--- config.mk ---
export PLATFORM = sky130hd
export DESIGN_NAME = fpec_flash_control
export DESIGN_NICKNAME = d
export VERILOG_FILES = /design/src/core/fpec_pkg.sv /design/src/core/fpec_flash_control.sv
export VERILOG_INCLUDE_DIRS = /design/src /design/src/core
export SDC_FILE = /design/constraint.sdc
export NUM_CORES = 1
export LEC_CHECK = 0
export ABC_AREA = 1
export BUFFER_PORTS_ARGS = -buffer_cell sky130_fd_sc_hd__buf_2
export CAP_MARGIN = 20
export CORE_AREA = 2 2 59 102
export CTS_CLUSTER_DIAMETER = 200
export DETAILED_ROUTE_END_ITERATION = 8
export DIE_AREA = 0 0 61 104
export GPL_TIMING_DRIVEN = 0
export HOLD_SLACK_MARGIN = 0.15
export PLACE_DENSITY = 0.78
export SYNTH_ARGS = -nofsm -noshare
export SYNTH_HDL_FRONTEND = slang
export SYNTH_SLANG_ARGS = --single-unit
--- constraint.sdc ---
create_clock -name sys_clk -period 1 [get_ports sys_clk]
set_input_delay 0.05 -clock sys_clk [delete_from_list [all_inputs] [get_ports sys_clk]]
set_output_delay 0.05 -clock sys_clk [all_outputs]
set_load 0.05 [all_outputs]
--- src/core/fpec_consts.svh ---
// Purpose: offsets, field positions, reset values of the flash control block
// Assumes: 32-bit Avalon-MM word registers, byte addresses
// Notes:   definitions only
`ifndef FPEC_CONSTS_SVH
`define FPEC_CONSTS_SVH

// register byte offsets
`define FPEC_OFF_MODE_CTRL   4'h0
`define FPEC_OFF_SETUP_CTRL  4'h4
`define FPEC_OFF_ERASE_BLK   4'h8
`define FPEC_OFF_STATUS      4'hC

// flash_mode_control field positions
`define FPEC_BIT_HW_PROT     7
`define FPEC_BIT_SW_WE       6
`define FPEC_BIT_ERASE_VER   3
`define FPEC_BIT_PROG_VER    2
`define FPEC_BIT_ERASE       1
`define FPEC_BIT_PROG        0

// flash_setup_control field positions
`define FPEC_BIT_ERASE_SU    1
`define FPEC_BIT_PROG_SU     0

// reset values, and the mode register readback while the flash is disabled
`define FPEC_RST_MODE_CTRL   8'h80
`define FPEC_RST_SETUP_CTRL  8'h00
`define FPEC_RST_ERASE_BLK   8'h00
`define FPEC_RD_DISABLED     8'h00

// operating modes in which the flash array is enabled
`define FPEC_OPMODE_FLASH_A  3'h2
`define FPEC_OPMODE_FLASH_B  3'h3

`endif

--- src/core/fpec_pkg.sv ---
// Purpose: types shared by the flash program/erase control block
// Assumes: nothing beyond the constants header
// Notes:   field order matches the register bit order
package fpec_pkg;

  typedef struct packed {
    logic       hwWriteProtectFlag;
    logic       swWriteEnable;
    logic [1:0] reserved;
    logic       eraseVerifyBit;
    logic       programVerifyBit;
    logic       eraseBit;
    logic       programBit;
  } fpec_mode_ctrl_t;

  typedef struct packed {
    logic [5:0] reserved;
    logic       eraseSetupBit;
    logic       programSetupBit;
  } fpec_setup_ctrl_t;

  typedef struct packed {
    logic standbyHw;
    logic standbySw;
    logic subActive;
    logic subSleep;
    logic watch;
  } fpec_power_t;

  typedef enum logic [2:0] {
    FPEC_IDLE,
    FPEC_PROGRAM,
    FPEC_ERASE,
    FPEC_PROG_VERIFY,
    FPEC_ERASE_VERIFY
  } fpec_state_t;

endpackage : fpec_pkg

--- src/core/fpec_flash_control.sv ---
// Purpose: software-visible control that gates on-chip flash program and erase
// Assumes: Avalon-MM slave, 32-bit data, byte addresses, one access at a time
// Notes:   power and mode inputs come from outside the domain and are synchronised
`include "fpec_consts.svh"
`timescale 1ns/1ps

module fpec_flash_control
  import fpec_pkg::*;
(
  // clock and reset
  input  wire logic        sys_clk,
  input  wire logic        reset_n,
  // avalon-mm slave
  input  wire logic [3:0]  avs_address,
  input  wire logic        avs_read,
  input  wire logic        avs_write,
  input  wire logic [3:0]  avs_byteenable,
  input  wire logic [31:0] avs_writedata,
  output logic      [31:0] avs_readdata,
  output logic             avs_waitrequest,
  // chip state pins
  input  wire logic [2:0]  opMode,
  input  wire fpec_power_t powerState,
  // flash array controls
  output logic             programActive,
  output logic             eraseActive,
  output logic             programVerifyActive,
  output logic             eraseVerifyActive,
  output logic [7:0]       eraseBlockSelects,
  output logic             arrayReadBlocked,
  output logic             userProgramAvail
);

  // synchronisers for pins
  logic [2:0]       opModeMeta_q;
  logic [2:0]       opModeSync_q;
  fpec_power_t      powerMeta_q;
  fpec_power_t      powerSync_q;

  always_ff @(posedge sys_clk)
  begin
    if (!reset_n)
    begin
      opModeMeta_q <= 3'h0;
      opModeSync_q <= 3'h0;
    end
    else
    begin
      opModeMeta_q <= opMode;
      opModeSync_q <= opModeMeta_q;
    end
  end

  // power levels get their own pair of flops; they only ever clear registers
  always_ff @(posedge sys_clk)
  begin
    if (!reset_n)
    begin
      powerMeta_q <= '0;
      powerSync_q <= '0;
    end
    else
    begin
      powerMeta_q <= powerState;
      powerSync_q <= powerMeta_q;
    end
  end

  // derived chip conditions
  wire logic flashEnabled;
  wire logic lowPower;

  assign flashEnabled = (opModeSync_q == `FPEC_OPMODE_FLASH_A)
                     || (opModeSync_q == `FPEC_OPMODE_FLASH_B);
  assign lowPower     = |powerSync_q;

  // registers
  fpec_mode_ctrl_t  modeCtrl_q;
  fpec_mode_ctrl_t  modeCtrl_d;
  fpec_setup_ctrl_t setupCtrl_q;
  fpec_setup_ctrl_t setupCtrl_d;
  logic [7:0]       eraseBlk_q;
  logic [7:0]       eraseBlk_d;

  // bus handshake: a request is answered one cycle after it is seen
  logic             waitReq_q;
  logic [31:0]      readData_q;

  wire logic        request;
  wire logic        accept;
  wire logic        wrAccept;
  wire logic        lane0;
  wire logic [7:0]  wrByte;
  wire logic        hitMode;
  wire logic        hitSetup;
  wire logic        hitBlk;
  wire logic        hitStatus;

  assign request   = avs_read || avs_write;
  assign accept    = request && !waitReq_q;
  assign lane0     = avs_byteenable[0];
  assign wrAccept  = accept && avs_write && lane0;
  assign wrByte    = avs_writedata[7:0];
  assign hitMode   = avs_address == `FPEC_OFF_MODE_CTRL;
  assign hitSetup  = avs_address == `FPEC_OFF_SETUP_CTRL;
  assign hitBlk    = avs_address == `FPEC_OFF_ERASE_BLK;
  assign hitStatus = avs_address == `FPEC_OFF_STATUS;

  // write gates, all judged on held contents so one write cannot open and use a gate
  wire logic gateVerify;
  wire logic gateErase;
  wire logic gateProgram;
  wire logic wrMode;
  wire logic wrSetup;
  wire logic wrBlk;

  assign gateVerify  = modeCtrl_q.swWriteEnable;
  assign gateErase   = modeCtrl_q.swWriteEnable
                    && setupCtrl_q.eraseSetupBit;
  assign gateProgram = modeCtrl_q.swWriteEnable
                    && setupCtrl_q.programSetupBit;
  assign wrMode      = wrAccept && hitMode && flashEnabled;
  // setup and block selects only move with write enable held, which keeps the order
  assign wrSetup     = wrAccept && hitSetup && modeCtrl_q.swWriteEnable;
  assign wrBlk       = wrAccept && hitBlk && modeCtrl_q.swWriteEnable;

  // next value of flash_mode_control
  always_comb
  begin
    modeCtrl_d = modeCtrl_q;
    if (wrMode)
    begin
      modeCtrl_d.swWriteEnable = wrByte[`FPEC_BIT_SW_WE];
      if (gateVerify)
      begin
        modeCtrl_d.eraseVerifyBit   = wrByte[`FPEC_BIT_ERASE_VER];
        modeCtrl_d.programVerifyBit = wrByte[`FPEC_BIT_PROG_VER];
      end
      if (gateErase)
      begin
        modeCtrl_d.eraseBit = wrByte[`FPEC_BIT_ERASE];
      end
      if (gateProgram)
      begin
        modeCtrl_d.programBit = wrByte[`FPEC_BIT_PROG];
      end
    end
    modeCtrl_d.hwWriteProtectFlag = 1'b1;
    modeCtrl_d.reserved           = 2'h0;
  end

  // next value of flash_setup_control
  always_comb
  begin
    setupCtrl_d = setupCtrl_q;
    if (wrSetup)
    begin
      setupCtrl_d.eraseSetupBit   = wrByte[`FPEC_BIT_ERASE_SU];
      setupCtrl_d.programSetupBit = wrByte[`FPEC_BIT_PROG_SU];
    end
    setupCtrl_d.reserved = 6'h00;
  end

  assign eraseBlk_d = wrBlk ? wrByte : eraseBlk_q;

  // register update; low-power entry acts like reset on the control bits
  wire logic clearRegs;

  assign clearRegs = !reset_n || lowPower;

  always_ff @(posedge sys_clk)
  begin
    if (clearRegs)
    begin
      modeCtrl_q <= `FPEC_RST_MODE_CTRL;
    end
    else
    begin
      modeCtrl_q <= modeCtrl_d;
    end
  end

  // setup bits clear with the mode bits so a stale setup cannot survive standby
  always_ff @(posedge sys_clk)
  begin
    if (clearRegs)
    begin
      setupCtrl_q <= `FPEC_RST_SETUP_CTRL;
    end
    else
    begin
      setupCtrl_q <= setupCtrl_d;
    end
  end

  always_ff @(posedge sys_clk)
  begin
    if (clearRegs)
    begin
      eraseBlk_q <= `FPEC_RST_ERASE_BLK;
    end
    else
    begin
      eraseBlk_q <= eraseBlk_d;
    end
  end

  // operating state, decoded from the held bits
  fpec_state_t state_q;
  fpec_state_t state_d;

  always_comb
  begin
    state_d = FPEC_IDLE;
    if (modeCtrl_q.swWriteEnable && flashEnabled)
    begin
      if (modeCtrl_q.programBit && setupCtrl_q.programSetupBit)
      begin
        state_d = FPEC_PROGRAM;
      end
      else if (modeCtrl_q.eraseBit && setupCtrl_q.eraseSetupBit)
      begin
        state_d = FPEC_ERASE;
      end
      else if (modeCtrl_q.programVerifyBit)
      begin
        state_d = FPEC_PROG_VERIFY;
      end
      else if (modeCtrl_q.eraseVerifyBit)
      begin
        state_d = FPEC_ERASE_VERIFY;
      end
    end
  end

  // readback mux
  wire logic [7:0] modeRead;
  wire logic [7:0] statusRead;
  wire logic [7:0] readByte;

  assign modeRead   = flashEnabled ? modeCtrl_q : `FPEC_RD_DISABLED;
  assign statusRead = {3'h0, flashEnabled, modeCtrl_q.swWriteEnable, state_q};
  assign readByte   = hitMode   ? modeRead
                    : hitSetup  ? setupCtrl_q
                    : hitBlk    ? eraseBlk_q
                    : hitStatus ? statusRead
                    : 8'h00;

  // operating state
  always_ff @(posedge sys_clk)
  begin
    if (!reset_n)
    begin
      state_q <= FPEC_IDLE;
    end
    else
    begin
      state_q <= state_d;
    end
  end

  // bus answer: one wait cycle, read data captured while the request waits
  wire logic readCapture;

  assign readCapture = request && waitReq_q && avs_read;

  always_ff @(posedge sys_clk)
  begin
    if (!reset_n)
    begin
      waitReq_q  <= 1'b1;
      readData_q <= 32'h0000_0000;
    end
    else
    begin
      waitReq_q  <= !(request && waitReq_q);
      if (readCapture)
      begin
        readData_q <= {24'h00_0000, readByte};
      end
    end
  end

  // state decode for the mode outputs
  wire logic stProgram;
  wire logic stErase;
  wire logic stProgVerify;
  wire logic stEraseVerify;

  assign stProgram     = state_q == FPEC_PROGRAM;
  assign stErase       = state_q == FPEC_ERASE;
  assign stProgVerify  = state_q == FPEC_PROG_VERIFY;
  assign stEraseVerify = state_q == FPEC_ERASE_VERIFY;

  // outputs follow the state one cycle later, each from its own flop
  always_ff @(posedge sys_clk)
  begin
    if (!reset_n)
    begin
      programActive       <= 1'b0;
      eraseActive         <= 1'b0;
      programVerifyActive <= 1'b0;
      eraseVerifyActive   <= 1'b0;
    end
    else
    begin
      programActive       <= stProgram;
      eraseActive         <= stErase;
      programVerifyActive <= stProgVerify;
      eraseVerifyActive   <= stEraseVerify;
    end
  end

  always_ff @(posedge sys_clk)
  begin
    if (!reset_n)
    begin
      eraseBlockSelects <= 8'h00;
      arrayReadBlocked  <= 1'b0;
    end
    else
    begin
      eraseBlockSelects <= eraseBlk_q;
      arrayReadBlocked  <= modeCtrl_q.swWriteEnable;
    end
  end

  always_ff @(posedge sys_clk)
  begin
    if (!reset_n)
    begin
      userProgramAvail <= 1'b0;
    end
    else
    begin
      userProgramAvail <= flashEnabled;
    end
  end

  assign avs_readdata    = readData_q;
  assign avs_waitrequest = waitReq_q;

endmodule : fpec_flash_control

# Word level (Yosys, flattened, before mapping)
# Index checks and enable logic that the tools add are counted.
[op_classes]
eq_ne = 9
mux = 9
bitwise_logic = 2
n_reduce_logical = 30
[op_table]
columns = ["cell", "n"]
rows = [
  ["two-way mux 8 bit", 4],
  ["logical AND 1 bit", 16],
  ["== test 3 x 2 -> 1 bit (second input constant)", 4],
  ["OR reduction 5 bit", 2],
  ["== test 4 bit (second input constant)", 2],
  ["AND reduction 2 bit", 4],
  ["two-way mux 5 bit", 1],
  ["== test 4 x 3 -> 1 bit (second input constant)", 1],
  ["logical NOT 4 bit", 1],
  ["two-way mux 2 bit", 2],
  ["== test 3 x 1 -> 1 bit (second input constant)", 1],
  ["== test 3 bit (second input constant)", 1],
  ["logical NOT 1 bit", 3],
  ["logical OR 1 bit", 3],
  ["two-way mux 3 bit", 1],
  ["OR reduction 3 bit", 1],
  ["NOT 1 bit", 2],
  ["two-way mux 1 bit", 1],
]
[word_totals]
elab_cells = 85
register_bits = 66

# Logic depth before layout (Yosys ltp)
[logic_depth]
depth_word = 7
depth_mapped = 8

# Least setup slack after synthesis
# OpenSTA, ideal clock, no wires.
[synth_timing]
path_type = "register to register"
start = "reg waitReq_q, in the netlist avs_waitrequest"
end = "reg readData_q[7], in the netlist avs_readdata[7]"
path_slack_ns = -0.410
stages_incl_launch_ff = 6
synth_period_minus_slack_ns = 1.410
arrival_ns = 1.297
cell_sequence = "dfxtp_1 > nand2_1 > nor2_2 > o21ai_0 > o21ai_1 > inv_1"
[synth_via]
elab_chain_len = 2
[synth_rtl]
columns = ["item", "line_no", "text"]
rows = [
  ["start: declaration", "fpec_flash_control.sv:86", "logic waitReq_q;"],
  ["start signal: assignment", "fpec_flash_control.sv:276", "waitReq_q <= !(request && waitReq_q);"],
  ["logical AND 1 bit (2 in series)", "fpec_flash_control.sv:265", "assign readCapture = request && waitReq_q && avs_read;"],
  ["end signal: assignment", "fpec_flash_control.sv:279", "readData_q <= {24'h00_0000, readByte};"],
  ["end: declaration", "fpec_flash_control.sv:87", "logic [31:0] readData_q;"],
]
# No other way between the ends.
# A chain may end at the register's enable or synchronous reset.

# Worst setup path in the final report
[layout_timing]
start = "reg waitReq_q, in the netlist avs_waitrequest"
end = "reg eraseBlk_q[5]"
[layout_via]
elab_chain_len = 6
[layout_rtl]
columns = ["item", "line_no", "text"]
rows = [
  ["logical NOT 1 bit", "fpec_flash_control.sv:100", "assign accept = request && !waitReq_q;"],
  ["logical AND 1 bit", "fpec_flash_control.sv:100", ""],
  ["logical AND 1 bit (2 in series)", "fpec_flash_control.sv:102", "assign wrAccept = accept && avs_write && lane0;"],
  ["logical AND 1 bit (2 in series)", "fpec_flash_control.sv:125", "assign wrBlk = wrAccept && hitBlk && modeCtrl_q.swWriteEnable;"],
  ["end signal: assignment", "fpec_flash_control.sv:200", "eraseBlk_q <= `FPEC_RST_ERASE_BLK;"],
  ["end signal: assignment", "fpec_flash_control.sv:204", "eraseBlk_q <= eraseBlk_d;"],
  ["end: declaration", "fpec_flash_control.sv:82", "logic [7:0] eraseBlk_q;"],
]
# No other way between the ends.

==> flow_summary.ini <==
[status]
status = finished with violations
violations = setup timing

[finish]
layout.cells.most_common = nand2_1
fill_cells = 511
area_growth_pct = 43.94
final_cell_mix = nand2_1 (54), dfxtp_1 (50), inv_1 (41), nor2_1 (41), buf_2 (40)
layout-drive-gt1-share_pct = 32.44
fin_area_sq_um = 3242
fin_cells = 486
num_antenna_cells = 0
fin_nets = 461

[yosys]
synth_cells = 304
syn_area_sq_um = 2252
avgSynthCellArea_sq_um = 7.408
ys_seq_area_share_pct = 48.89
ys_types = 22
yosys_register_bits = 55
yosysTopAreaCell = dfxtp_1
synthTopCellsByArea = dfxtp_1 (49%), nand2_1 (10%), buf_4 (8.3%), nor2_1 (7.8%), inv_1 (7.3%)
ys_warn_count = 0
netlist.area_leader.share_pct = 48.89

[global_routing]
grt_pass1_vias = 2050
grt.overflow.total = 0
antenna_found_initial = 0
grt_max_degree = 20
grt_first_pass_wirelength_mm = 8.880
grt_usage_pct = 18.58

[drt]
drt_iter0_drc = 59
drt-wirelength-per-cell_microns = 11.71
antenna_left = 0
via_per_inst = 4.434
drcViolationCount = 0
first_pass_iters = 4
wl_mm = 5.691
vias = 2155

[timing]
max_freq_mhz = 828.6
setup_slack_ns = -0.2069
setup_viol = 21
finClkSkew_ns = 0.008651
rsz0062_at_grt = yes
drv_slew = 0
hold_ws_ns = 0.1959
min_period_over_period_pct = 120.7
hold_viol_final = 0
min_period_ns = 1.207

[cts]
cts.path.max_buffers = 2
clk_latency_ns = 0.32
clk_pin_slew_ns = 0.11
cts_tree = done
clock_sinks = 55
clockRootBuffer = clkbuf_8
cts_buffers = 5
cts_max_level = 2

[critical_path]
crit_arrival_ns = 1.42
cp_num_buf_inv = 1
cpPeakStageDelay_ns = 0.40
path_cells = nor2_4 > nand2_2 > nor2_4 > inv_4 > nor2_1 > nor2_1
path_max_fanout = 8
cp-start-kind = flip-flop
endpoint_kind = flip-flop
worst_ep_required_time_ns = 1.22
worstSetupPathType = flip-flop to flip-flop
path_delay_family = simple AND/OR/NAND/NOR gates
slowest_stage = dfxtp_4

[floorplanning]
initial_core_util_pct = 40.65
dieHeight_microns = 104
rows = 36
die_w_microns = 61
io_pins = 99
die-area_sq_um = 6344
coreArea_sq_um = 5540

[power]
internal_power_uw = 2995
power_density_nw_per_um2 = 1318
pwr-share-seq_pct = 52.9
total_power_uw = 4273
power_frac_comb_pct = 17.1
p_leak_uw = 0.001685
power.share.clock_pct = 30.0
switching_share_pct = 29.90
irDropWorstVdd_uv = 1155
power_switching_uw = 1278

[job]
maxCapViolations = 0

[placed_design]
portBuffers = 46
dpl.hpwl_mm = 3.835
dp.cells = 449
pre_cts_slack_ns = -0.2694
place_congestion = 0.8821
dpl_cell_area_sq_um = 2690

[worst_hold_path]
hold_class = input port to flip-flop
==> final cells by class <==
cell class                 count  area [sq um]  share of cell area (%)
buffer                        29         209.0                   6.445
clock buffer                   5         68.82                   2.123
clock inverter                 3         27.53                  0.8491
inverter                      47         181.4                   5.596
multi-input combinational    197          1016                   31.34
sequential                    55          1110                   34.23
tap                           76         95.09                   2.933
timing repair buffer          74         534.3                   16.48
==> final timing paths <==
path                        start              end  slack [ns]  cells past startpoint
hold / removal            reset_n  avs_readdata[3]        0.20                      4
setup / recovery  avs_waitrequest    eraseBlk_q[5]       -0.21                      6
setup reg to reg  avs_waitrequest    eraseBlk_q[5]       -0.21                      6
hold reg to reg   opModeMeta_q[1]  opModeSync_q[1]        0.42                      2
==> routing by layer <==
| layer | part of all wire (%) | vias to the layer above | GRT usage, % |
|---|---|---|---|
| met2 | 53 | 82 | 32.87 |
| met4 | 5.2 | 0 | 10.40 |
| met3 | 5.1 | 22 | 3.856 |
| met5 | 0 | - | 0 |
| li1 | - | 1102 | - |
| met1 | 36 | 949 | 18.93 |
==> power groups by stage <==
stage	logic, uW	clock network (uW)	registers [uW]
global placement	579	0	2300
global route	775	1390	2260
CTS	689	1320	2260
floorplan	410	0	2350
finish	729	1280	2260
detailed placement	583	0	2300
==> Yosys cell counts <==
cell type   n
nor4_1      3
conb_1      1
nor2_2      1
clkbuf_1    1
o21ai_0    15
nor2_1     47
nand3_1    23
a21oi_1     6
o21ai_1     7
nor3_4      1
nand4_1     1
nor2_4      3
nand2_2     1
inv_1      44
buf_4      25
inv_2       3
buf_1       1
nor3_1      3
a31oi_1     1
dfxtp_1    55
buf_2       2
nand2_1    60
==> logic make-up after synthesis <==
| kind of cell | count (synthesis) | synth area share, % |
|---|---|---|
| and+or+nand+nor | 143 | 27.50 |
| buffers and inverters | 76 | 16.94 |
| DFF | 55 | 48.89 |
| AOI/OAI and AO/OA | 29 | 6.500 |
| other | 1 | 0.1665 |
==> registers in the layout (all words and copies together), names as in the netlist, 2 cells and up <==
register and flops:
avs_readdata 8, eraseBlk_q 8, eraseBlockSelects 8, powerMeta_q 5
powerSync_q 5, modeCtrl_q 4, state_q 3, opModeMeta_q 2
opModeSync_q 2, setupCtrl_q 2
==> repair_timing <==
| item | 4_1_cts | 5_1_grt |
|---|---|---|
| resized for setup | 25 | 33 |
| endpoints found under the hold margin | 29 | 0 |
| cloned | 1 | 0 |
| buffers inserted | 5 | 3 |
| setup endpoints to repair | 27 | 33 |
| pin swaps | 8 | 9 |
| hold buffers | 20 | 0 |
==> through the flow <==
stage / utilization (%) / TNS (ns)
6_report: 58.51 / -1.927
5_1_grt: 58.51 / -3.666
4_1_cts: 56.32 / -2.377
3_5_place_dp: 48.55 / -3.672
3_3_place_gp: 48.55 / -3.375
2_1_floorplan: - / -1.170
==> worst reg2reg max path, stage by stage, from the launching register on <==
cell	delay, ns
dfxtp_4	0.40
nor2_4	0.09
nand2_2	0.08
nor2_4	0.19
inv_4	0.09
nor2_1	0.16
nor2_1	0.10
Power figures use the tool's default switching activity.
